[src/sdc_pkg.sv]
package sdc_pkg;

  // ----------------------------------------------------------------
  // Field widths and serial word layout
  // ----------------------------------------------------------------
  localparam int M_WIDTH    = 9;
  localparam int N_WIDTH    = 2;
  localparam int T_WIDTH    = 2;
  localparam int WORD_WIDTH = T_WIDTH + N_WIDTH + M_WIDTH;
  localparam int M_LSB      = 0;
  localparam int N_LSB      = M_WIDTH;
  localparam int T_LSB      = M_WIDTH + N_WIDTH;

  // ----------------------------------------------------------------
  // Reset values and decode constants
  // ----------------------------------------------------------------
  localparam logic [M_WIDTH-1:0]    M_RESET    = 9'h019;
  localparam logic [N_WIDTH-1:0]    N_RESET    = 2'h0;
  localparam logic [T_WIDTH-1:0]    T_RESET    = 2'h0;
  localparam logic [WORD_WIDTH-1:0] WORD_RESET = 13'h0000;
  localparam int                    NDIV_W     = 4;

  // Monitor select codes
  localparam logic [1:0] MON_LOW   = 2'h0;
  localparam logic [1:0] MON_SDATA = 2'h1;
  localparam logic [1:0] MON_MDIV  = 2'h2;
  localparam logic [1:0] MON_FOUT  = 2'h3;

  // ----------------------------------------------------------------
  // Carried configuration
  // ----------------------------------------------------------------
  typedef struct packed {
    logic [T_WIDTH-1:0] tsel;
    logic [N_WIDTH-1:0] ndiv;
    logic [M_WIDTH-1:0] mdiv;
  } sdc_cfg_t;

  typedef enum logic [2:0] {
    SDC_PAR  = 3'b001,
    SDC_SER  = 3'b010,
    SDC_THRU = 3'b100
  } sdc_mode_t;

  // Output divide ratio from the N field: 1, 2, 4, 8
  function automatic logic [NDIV_W-1:0] n_ratio(input logic [1:0] n);
    n_ratio = NDIV_W'(1) << n;
  endfunction

endpackage

[src/sdc_config.sv]
`timescale 1ns/1ps
module sdc_config (
  // Clock and reset
  input  wire logic                          clk,
  input  wire logic                          sys_rst,
  // Parallel programming pins
  input  wire logic                          parallel_load_strobe,
  input  wire logic [sdc_pkg::M_WIDTH-1:0]   feedback_div_in,
  input  wire logic [sdc_pkg::N_WIDTH-1:0]   output_div_in,
  // Serial programming pins (sampled edges)
  input  wire logic                          ser_clock,
  input  wire logic                          ser_data,
  input  wire logic                          ser_load,
  // Clocking controls
  input  wire logic                          master_clear,
  input  wire logic                          ref_source_select,
  input  wire logic                          loop_bypass_select,
  input  wire logic                          xtal_ref,
  input  wire logic                          alt_ref,
  input  wire logic                          osc_tick,
  // Loop outputs
  output logic                               ref_clk_sel,
  output logic                               mdiv_out,
  output logic                               osc_clk,
  // Synthesizer outputs
  output logic                               synth_out0_true,
  output logic                               synth_out0_comp,
  output logic                               synth_out1_true,
  output logic                               synth_out1_comp,
  output logic                               monitor_out,
  // Configuration status
  output sdc_pkg::sdc_cfg_t                  active_cfg
);
  import sdc_pkg::*;

  // --------------------------------------------------------------
  // Pin edge detection (inputs are synchronous to clk)
  // --------------------------------------------------------------
  logic                  pls_q;
  logic                  sclk_q;
  logic                  sld_q;
  logic                  sclk_rise;
  logic                  sld_rise;
  logic                  pls_rise;
  logic [WORD_WIDTH-1:0] shift_reg;
  logic [WORD_WIDTH-1:0] next_shift;
  sdc_cfg_t              cfg;
  sdc_cfg_t              next_cfg;
  sdc_mode_t             mode;
  logic [M_WIDTH-1:0]    mcnt;
  logic                  ref_now;
  logic                  ref_q;
  logic                  ref_rise;
  logic                  fout;

  // Previous pin levels for edge detection
  always_ff @(posedge clk or posedge sys_rst) begin
    if (sys_rst) begin
      pls_q  <= 1'b0;
      sclk_q <= 1'b0;
      sld_q  <= 1'b0;
    end else begin
      pls_q  <= parallel_load_strobe;
      sclk_q <= ser_clock;
      sld_q  <= ser_load;
    end
  end

  assign sclk_rise = ser_clock & ~sclk_q;
  assign sld_rise  = ser_load & ~sld_q;
  assign pls_rise  = parallel_load_strobe & ~pls_q;

  // --------------------------------------------------------------
  // Mode tracking
  // --------------------------------------------------------------
  // Serial mode sticks once a serial event lands while strobe high
  always_ff @(posedge clk or posedge sys_rst) begin
    if (sys_rst) begin
      mode <= SDC_PAR;
    end else if (!parallel_load_strobe) begin
      mode <= SDC_PAR;
    end else if (ser_load) begin
      mode <= SDC_THRU;
    end else if (sclk_rise || mode == SDC_THRU) begin
      mode <= SDC_SER;
    end
  end

  // --------------------------------------------------------------
  // Shift register
  // --------------------------------------------------------------
  // MSB first: first bit shifted ends in the test field
  always_comb begin
    next_shift = shift_reg;
    if (parallel_load_strobe && sclk_rise) begin
      next_shift = {shift_reg[WORD_WIDTH-2:0], ser_data};
    end
  end

  always_ff @(posedge clk or posedge sys_rst) begin
    if (sys_rst) begin
      shift_reg <= WORD_RESET;
    end else begin
      shift_reg <= next_shift;
    end
  end

  // --------------------------------------------------------------
  // Configuration register
  // --------------------------------------------------------------
  // The strobe rise outranks serial events; after it only serial events load
  always_comb begin
    next_cfg = cfg;
    if (!parallel_load_strobe) begin
      next_cfg.mdiv = feedback_div_in;
      next_cfg.ndiv = output_div_in;
    end else if (pls_rise) begin
      next_cfg.mdiv = feedback_div_in;
      next_cfg.ndiv = output_div_in;
    end else if (ser_load && (sld_rise || sclk_rise)) begin
      // Rise transfers; held high follows each shift
      next_cfg = sdc_cfg_t'(sld_rise ? shift_reg : next_shift);
    end
    // Load low: nothing changes, value frozen
  end

  // Master clear stops dividers and forces outputs, never this state
  always_ff @(posedge clk or posedge sys_rst) begin
    if (sys_rst) begin
      cfg <= '{tsel: T_RESET, ndiv: N_RESET, mdiv: M_RESET};
    end else begin
      cfg <= next_cfg;
    end
  end

  assign active_cfg = cfg;

  // --------------------------------------------------------------
  // Reference select and feedback divider
  // --------------------------------------------------------------
  // Crystal when high, alternate input when low
  assign ref_now = ref_source_select ? xtal_ref : alt_ref;

  always_ff @(posedge clk or posedge sys_rst) begin
    if (sys_rst) begin
      ref_q       <= 1'b0;
      ref_clk_sel <= 1'b0;
    end else begin
      ref_q       <= ref_now;
      ref_clk_sel <= ref_now;
    end
  end

  assign ref_rise = ref_now & ~ref_q;

  // Counts oscillator ticks modulo M; pulse compared by loop
  always_ff @(posedge clk or posedge sys_rst) begin
    if (sys_rst) begin
      mcnt     <= '0;
      mdiv_out <= 1'b0;
    end else if (master_clear) begin
      mcnt     <= '0;
      mdiv_out <= 1'b0;
    end else if (osc_tick) begin
      if (mcnt >= cfg.mdiv - 9'h001) begin
        mcnt     <= '0;
        mdiv_out <= 1'b1;
      end else begin
        mcnt     <= mcnt + 9'h001;
        mdiv_out <= 1'b0;
      end
    end else begin
      mdiv_out <= 1'b0;
    end
  end

  // Bypass routes reference straight to the output divider
  always_ff @(posedge clk or posedge sys_rst) begin
    if (sys_rst) begin
      osc_clk <= 1'b0;
    end else begin
      osc_clk <= loop_bypass_select ? ref_rise : osc_tick;
    end
  end

  // --------------------------------------------------------------
  // Output divider and differential outputs
  // --------------------------------------------------------------
  sdc_out_div u_out_div (
    .clk        (clk),
    .sys_rst    (sys_rst),
    .hold_clear (master_clear),
    .ndiv       (cfg.ndiv),
    .osc_clk    (osc_clk),
    .div_out    (fout)
  );

  // Same divided signal to both pairs; clear forces true low
  always_ff @(posedge clk or posedge sys_rst) begin
    if (sys_rst) begin
      synth_out0_true <= 1'b0;
      synth_out0_comp <= 1'b1;
      synth_out1_true <= 1'b0;
      synth_out1_comp <= 1'b1;
    end else begin
      synth_out0_true <= ~master_clear & fout;
      synth_out0_comp <= master_clear | ~fout;
      synth_out1_true <= ~master_clear & fout;
      synth_out1_comp <= master_clear | ~fout;
    end
  end

  // --------------------------------------------------------------
  // Monitor output
  // --------------------------------------------------------------
  // Low in parallel mode, until a serial event lands
  always_ff @(posedge clk or posedge sys_rst) begin
    if (sys_rst) begin
      monitor_out <= 1'b0;
    end else if (!parallel_load_strobe || master_clear
                 || mode == SDC_PAR) begin
      monitor_out <= 1'b0;
    end else begin
      unique case (cfg.tsel)
        MON_LOW:   monitor_out <= 1'b0;
        MON_SDATA: monitor_out <= ser_data;
        MON_MDIV:  monitor_out <= mdiv_out;
        MON_FOUT:  monitor_out <= fout;
      endcase
    end
  end

  // --------------------------------------------------------------
  // Checks
  // --------------------------------------------------------------
  property p_par_thru;
    @(posedge clk) disable iff (sys_rst)
    !parallel_load_strobe |=> active_cfg.mdiv == $past(feedback_div_in);
  endproperty
  a_par_thru: assert property (p_par_thru)
    else $error("parallel pass-through lost");

  property p_mon_par;
    @(posedge clk) disable iff (sys_rst)
    !parallel_load_strobe |=> !monitor_out;
  endproperty
  a_mon_par: assert property (p_mon_par)
    else $error("monitor not low in parallel mode");

  property p_shift;
    @(posedge clk) disable iff (sys_rst)
    parallel_load_strobe && sclk_rise |=>
      shift_reg[0] == $past(ser_data);
  endproperty
  a_shift: assert property (p_shift)
    else $error("serial bit not shifted");

  property p_xfer;
    @(posedge clk) disable iff (sys_rst)
    parallel_load_strobe && !pls_rise && sld_rise |=>
      active_cfg == $past(shift_reg);
  endproperty
  a_xfer: assert property (p_xfer)
    else $error("serial load did not transfer");

  property p_freeze;
    @(posedge clk) disable iff (sys_rst)
    parallel_load_strobe && !ser_load && !pls_rise |=> $stable(active_cfg);
  endproperty
  a_freeze: assert property (p_freeze)
    else $error("configuration moved while frozen");

  property p_clear_out;
    @(posedge clk) disable iff (sys_rst)
    master_clear |=> !synth_out0_true && synth_out0_comp
                     && !synth_out1_true && synth_out1_comp;
  endproperty
  a_clear_out: assert property (p_clear_out)
    else $error("outputs not cleared");

  property p_clear_keep;
    @(posedge clk) disable iff (sys_rst)
    master_clear && parallel_load_strobe && !ser_load && !pls_rise
      |=> $stable(active_cfg);
  endproperty
  a_clear_keep: assert property (p_clear_keep)
    else $error("clear disturbed configuration");

  property p_pair;
    @(posedge clk) disable iff (sys_rst)
    synth_out0_true == synth_out1_true
      && synth_out0_comp == ~synth_out0_true;
  endproperty
  a_pair: assert property (p_pair)
    else $error("output pairs disagree");

endmodule // sdc_config

[src/sdc_out_div.sv]
`timescale 1ns/1ps
// Output divider: power-of-two toggle divider, 50% duty at ratios 2, 4 and 8
module sdc_out_div (
  // Clock and reset
  input  wire logic                     clk,
  input  wire logic                     sys_rst,
  // Control
  input  wire logic                     hold_clear,
  input  wire logic [sdc_pkg::N_WIDTH-1:0] ndiv,
  input  wire logic                     osc_clk,
  // Output
  output logic                          div_out
);
  import sdc_pkg::*;

  logic [2:0] cnt;

  // --------------------------------------------------------------
  // Synchronous binary counter stepped by oscillator tick
  // --------------------------------------------------------------
  // Counter bits run at 1/2,1/4,1/8 of tick rate
  always_ff @(posedge clk or posedge sys_rst) begin
    if (sys_rst) begin
      cnt <= 3'h0;
    end else if (hold_clear) begin
      cnt <= 3'h0;
    end else if (osc_clk) begin
      cnt <= cnt + 3'h1;
    end
  end

  // Output register; N=0 passes the tick, else counter bit
  always_ff @(posedge clk or posedge sys_rst) begin
    if (sys_rst) begin
      div_out <= 1'b0;
    end else if (hold_clear) begin
      div_out <= 1'b0;
    end else begin
      unique case (ndiv)
        2'h0: div_out <= osc_clk;
        2'h1: div_out <= cnt[0];
        2'h2: div_out <= cnt[1];
        2'h3: div_out <= cnt[2];
      endcase
    end
  end

endmodule // sdc_out_div

[config.mk]
export PLATFORM = sky130hd
export DESIGN_NAME = sdc_config
export DESIGN_NICKNAME = d
export VERILOG_FILES = /design/src/sdc_pkg.sv /design/src/sdc_config.sv /design/src/sdc_out_div.sv
export SDC_FILE = /design/constraint.sdc
export NUM_CORES = 1
export LEC_CHECK = 0
export CORE_ASPECT_RATIO = 1.25
export CORE_UTILIZATION = 60
export DETAILED_ROUTE_END_ITERATION = 7
export DONT_BUFFER_PORTS = 1
export PLACE_DENSITY = 0.75
export SETUP_SLACK_MARGIN = 0.2
export SKIP_LAST_GASP = 1
export SYNTH_ARGS = -nofsm -noshare
export SYNTH_HDL_FRONTEND = slang
export SYNTH_SLANG_ARGS = --single-unit
[constraint.sdc]
create_clock -name clk -period 5.8 [get_ports clk]
set_input_delay 1.16 -clock clk [delete_from_list [all_inputs] [get_ports clk]]
set_output_delay 1.16 -clock clk [all_outputs]
set_load 0.05 [all_outputs]
Yosys cells after proc, flatten, opt, wreduce, memory -nomap -nowiden
Index checks and enable logic that the tools add are counted.
{"block": "word_totals", "word_cells": 78, "latch_bits": 0, "ff_bits": 51, "ram_bits": 0, "rom_bits": 0, "in_bits": 23, "mem_count": 0}
{"block": "op_classes", "addsub": 3, "n_mul": 0, "shift": 0, "div_mod_pow": 0, "magnitude_cmp": 1, "bitwise_logic": 13, "reduce_logical": 12, "muxes": 22, "n_eq_ne": 10}
{"op": "$mux W11", "n": 3}
{"op": "$mux W9", "n": 3}
{"op": "$mux W13", "n": 2}
{"op": "$mux W3", "n": 5}
{"op": "$add A9 B1 Y9 const B", "n": 1}
{"op": "$ge A9 B9 Y1", "n": 1}
{"op": "$sub A9 B1 Y9 const B", "n": 1}
{"op": "$eq A2 B2 Y1 const B", "n": 4}
{"op": "$pmux W1 S4", "n": 2}
{"op": "$mux W1", "n": 7}
{"op": "$not A1 Y1", "n": 7}
{"op": "$ne A3 B1 Y1 const B", "n": 2}
{"op": "$and A1 B1 Y1", "n": 5}
{"op": "$eq A2 B1 Y1 const B", "n": 2}
{"op": "$logic_not A2 Y1", "n": 2}
{"op": "$logic_or A1 B1 Y1", "n": 4}
{"op": "$reduce_bool A2 Y1", "n": 2}
{"op": "$add A3 B1 Y3 const B", "n": 1}
{"op": "$eq A3 B1 Y1 const B", "n": 1}
{"op": "$eq A3 B3 Y1 const B", "n": 1}
{"op": "$reduce_and A3 Y1", "n": 1}
{"op": "$logic_and A1 B1 Y1", "n": 2}
{"op": "$logic_not A1 Y1", "n": 1}
{"op": "$or A1 B1 Y1", "n": 1}

Logic depth before layout (Yosys ltp)
{"block": "logic_depth", "word_depth": 8, "depth_mapped": 12, "depth_no_buf": 11}

Modules after synthesis
Synthesis repeated with hierarchy kept, for this count alone.
{"block": "unflattened", "cells_unflattened": 244, "hier_area_um2": 2702.6}
{"module": "sdc_config", "seq_area_each_um2": 1182.4, "area_per_inst_um2": 2501.1, "instances": 1, "cells_each": 229}
{"module": "sdc_out_div", "seq_area_each_um2": 100.1, "area_per_inst_um2": 201.4, "instances": 1, "cells_each": 15}

Worst setup path after synthesis
No wires, ideal clock.
{"block": "synth_path", "path_type": "reg-to-reg", "from": "register cfg (netlist bit active_cfg[5])", "to": "register mcnt[3]", "path_stages_with_launch": 12, "slack_ns": 3.141, "period_less_slack_ns": 2.659, "t_required_ns": 5.719, "arrival_ns": 2.578, "path_buffers": 1, "path_cell_list": "dfrtp_1 nor4_1 nand2_1 nor3_1 xnor2_1 ha_1 a21oi_1 o21ai_1 a211oi_2 buf_6 nand3_2 a31oi_2"}
{"block": "synth_via", "elab_chain_cells": 5}
{"item": "start, declared", "line": "sdc_config.sv:47", "text": "sdc_cfg_t cfg;"}
{"item": "start signal, assigned", "line": "sdc_config.sv:130", "text": "cfg <= '{tsel: T_RESET, ndiv: N_RESET, mdiv: M_RESET};"}
{"item": "start signal, assigned", "line": "sdc_config.sv:132", "text": "cfg <= next_cfg;"}
{"item": "$sub A9 B1 Y9", "line": "sdc_config.sv:165", "text": "if (mcnt >= cfg.mdiv - 9'h001) begin"}
{"item": "$ge A9 B9 Y1", "line": "sdc_config.sv:165"}
{"item": "$mux W9", "line": "sdc_config.sv:165"}
{"item": "$mux W9", "line": "sdc_config.sv:164", "text": "end else if (osc_tick) begin"}
{"item": "$mux W9", "line": "sdc_config.sv:161", "text": "end else if (master_clear) begin"}
{"item": "end signal, assigned", "line": "sdc_config.sv:169", "text": "mcnt <= mcnt + 9'h001;"}
{"item": "end, declared", "line": "sdc_config.sv:50", "text": "logic [M_WIDTH-1:0] mcnt;"}
No other way between the ends. The select of a mux whose other input is x is not followed.
A chain may end at the register's enable or synchronous reset.

Final worst setup path
{"block": "layout_path", "from": "register cfg (netlist bit active_cfg[2])", "to": "register mcnt[8]"}
The elaborated chain is that of the path after synthesis.

==> flow_metrics.tcl <==
set metrics [dict create \
    drt_iter0_drc 121 \
    clock-sinks 51 \
    synthDistinctLibCells 45 \
    grt_pass1_wl_um 8600 \
    hold_viol 0 \
    dp_hpwl_um 3620 \
    drv_slew 0 \
    synth_cells 244 \
    cts_made_buffers 5 \
    yosys.area.top_type "dfrtp_1" \
    die_h_um 76.5 \
    rows 26 \
    multi_input_area_mm2 0.00127 \
    syn_avg_cell_area_um2 10.9 \
    yosysMostFrequentCell "dfrtp_1" \
    start_util_pct 63.9 \
    root_buffer "clkbuf_8" \
    power_density_mw_per_mm2 296 \
    worstRegToRegCells 10 \
    grt_pass1_vias 1890 \
    drive_gt1_share_pct 14.9 \
    rsz0062_at_grt "no" \
    end_kind "flop" \
    outcome "completed" \
    slowest_stage "a211oi_2" \
    ctsHtreeMaxLevel 2 \
    grt_max_degree 52 \
    slowest_delay_ns 0.76 \
    synth_top_area_share_pct 43.3 \
    netlist_area_mm2 0.00266 \
    nFillCells 362 \
    drtPass1Iterations 4 \
    fin_ws_ns 2.52 \
    overflow 0 \
    period_minus_slack_ns 3.28 \
    worstSetupPathType "reg2reg" \
    clock.fmax_mhz 304 \
    seqCellArea_mm2 0.00128 \
    clkSlewWorstSetupHoldPaths_ns 0.09 \
    ys_async_sr_fraction_pct 100 \
    critPathRequiredTime_ns 6.02 \
    port_buffers 0 \
    setup-violations-final 0 \
    place_area_mm2 0.00265 \
    synth_area_leaders "dfrtp_1 (43%), mux2_2 (5.9%), ha_1 (5.6%)" \
    cts_hold_buffers 0 \
    final_cells 298 \
    nets 276 \
    synth-main-ff-cell "dfrtp_1" \
    cp_num_buf_inv 0 \
    cts-resized-gates 0 \
    drv_cap 0 \
    min_path_cells 1 \
    boundaryPins 44 \
    die_area_mm2 0.00471 \
    post_cts_buffers 0 \
    place_ws_ns 2.51 \
    fin_area_mm2 0.00275 \
    yosysWarnings 0 \
    r2r_end "mcnt[8]" \
    remaining_drc_errors 0 \
    ant_nets 0 \
    grt_usage_pct 24.7 \
    routed_wl_um 5110 \
    antenna_found_initial 0 \
    max-slew-margin-rel_pct 30.6 \
    hold_end "synth_out1_comp" \
    seq_area_frac_synth_pct 48.2 \
    path_delay_family "compound AO/OA/AOI/OAI gates" \
    ff2ff_setup_slack_ns 2.52 \
    die_w_um 61.6 \
    ys_ff_latch 51 \
    place_congestion 0.791 \
    via_count 1846 \
    syn_nets 279 \
    finalClockSkew_ns 0.00414 \
    critPathMaxFanout 14 \
    cts_max_path_buffers 2 \
    place_inst 290 \
    clk_latency_ns 0.30 \
    crit_path_start_kind "flop" \
    drt-vias-per-instance 6.19 \
    cts_tree "yes" \
    worst_r2r_startpoint "active_cfg[2]" \
    antenna_cells 0 \
    wl_per_cell_um 17.1 \
    fin_crit_sh_pct 56.6 \
    ir_drop_uv 222 \
    synth_edf_count 0 \
    synth_common_cells "dfrtp_1 (46), nand2_1 (22), o21ai_0 (20), mux2_2 (14), mux2i_1 (14)" \
    hold_class "reg2reg" \
    worstMarginPinSlew_ns 1.04 \
    crit_chain "nor4_1 -> nand2_1 -> nor3_1 -> xnor2_1 -> ha_1 -> a21oi_1 -> o21ai_1 -> a211oi_2 -> o211ai_1 -> a31oi_1" \
    p_leak_nw 1.14 \
    areaGrowthSynthToFinish_pct 3.24 \
    fin_tns_setup_ns 0 \
    crit_arrival_ns 3.50 \
    core_area_mm2 0.00416 \
    hold_start "u_out_div.div_out" \
]
[cell type report]
type	count	area share, %
flip-flops and latches	51	46.7
multi-input cells	175	46.2
clock buffers	7	3.14
well taps	56	2.55
inverters	8	1.09
clock inverters	1	0.319
[worst register-to-register path, delay by kind of cell, from the launching register on]
kind                       cells  cell delay, ns
adders and majority gates      1            0.27
AOI/OAI and AO/OA              5            1.41
xor gates and xnor gates       1            0.15
and+or+nand+nor                3            0.76
DFF                            1            0.62
[stage by stage]
step	power (mW)	hold slack (ns)	util, %
6_report	0.812	0.439	66.0
5_1_grt	0.861	0.460	66.0
3_3_place_gp	0.599	0.410	63.7
4_1_cts	0.820	0.444	66.0
3_5_place_dp	0.607	0.430	63.7
2_1_floorplan	0.578	0.396	-
[cell usage in the layout (no fill, tap or decap), drive strengths merged, types with 2 or more instances in the layout]
master | netlist | routed
clkbuf | 4 | 7
nor4 | 2 | 2
a21oi | 10 | 10
nand3b | 2 | 2
inv | 8 | 8
a22oi | 11 | 11
nand2b | 3 | 3
nor2 | 11 | 11
xor2 | 4 | 4
nand2 | 23 | 23
mux2 | 14 | 14
xnor2 | 5 | 5
nand3 | 9 | 9
nor4b | 2 | 2
o21ai | 22 | 22
o21a | 3 | 3
ha | 12 | 12
a31oi | 4 | 4
nor2b | 4 | 4
nor3 | 8 | 8
nor3b | 2 | 2
mux2i | 14 | 14
dfstp | 5 | 5
dfrtp | 46 | 46
[power by group]
| part | leakage [nW] | internal (mW) | switching [mW] | total [mW] |
|---|---|---|---|---|
| Clock | 0.0484 | 0.0980 | 0.115 | 0.213 |
| Combinational | 0.440 | 0.0614 | 0.0539 | 0.115 |
| Sequential | 0.651 | 0.401 | 0.0826 | 0.484 |
[routing by layer]
| layer | up-vias | wire length, um | track usage, % |
|---|---|---|---|
| li1 | 869 | - | - |
| met1 | 916 | 2130 | 30.8 |
| met2 | 50 | 2580 | 39.0 |
| met3 | 11 | 264 | 7.30 |
| met4 | 0 | 134 | 10.2 |
| met5 | - | 0 | 0 |
[kinds of logic (layout without fill, tap and decap cells)]
| group | after synthesis | after routing | share of synthesized area [%] |
|---|---|---|---|
| adder cells (fa/ha/maj) | 12 | 12 | 5.64 |
| AO/OA/AOI/OAI | 53 | 53 | 12.6 |
| XOR/XNOR | 9 | 9 | 2.96 |
| multiplexers | 29 | 29 | 12.0 |
| buffers and inverters | 18 | 16 | 4.09 |
| flip-flops | 51 | 51 | 48.2 |
| AND/OR/NAND/NOR | 72 | 72 | 14.4 |
[how the worst max path moves through the flow]
| stage | end | start | slack, ns | cells past startpoint |
|---|---|---|---|---|
| 5_1_grt | mcnt[8] | active_cfg[2] | 2.29 | 10 |
| 2_1_floorplan | mcnt[3] | active_cfg[5] | 3.14 | 11 |
| 3_5_place_dp | mcnt[8] | active_cfg[2] | 2.51 | 10 |
| 4_1_cts | mcnt[8] | active_cfg[2] | 2.49 | 10 |
| 3_3_place_gp | mcnt[3] | active_cfg[5] | 2.65 | 10 |
| 6_report | mcnt[8] | active_cfg[2] | 2.52 | 10 |
Power figures use the tool's default switching activity.
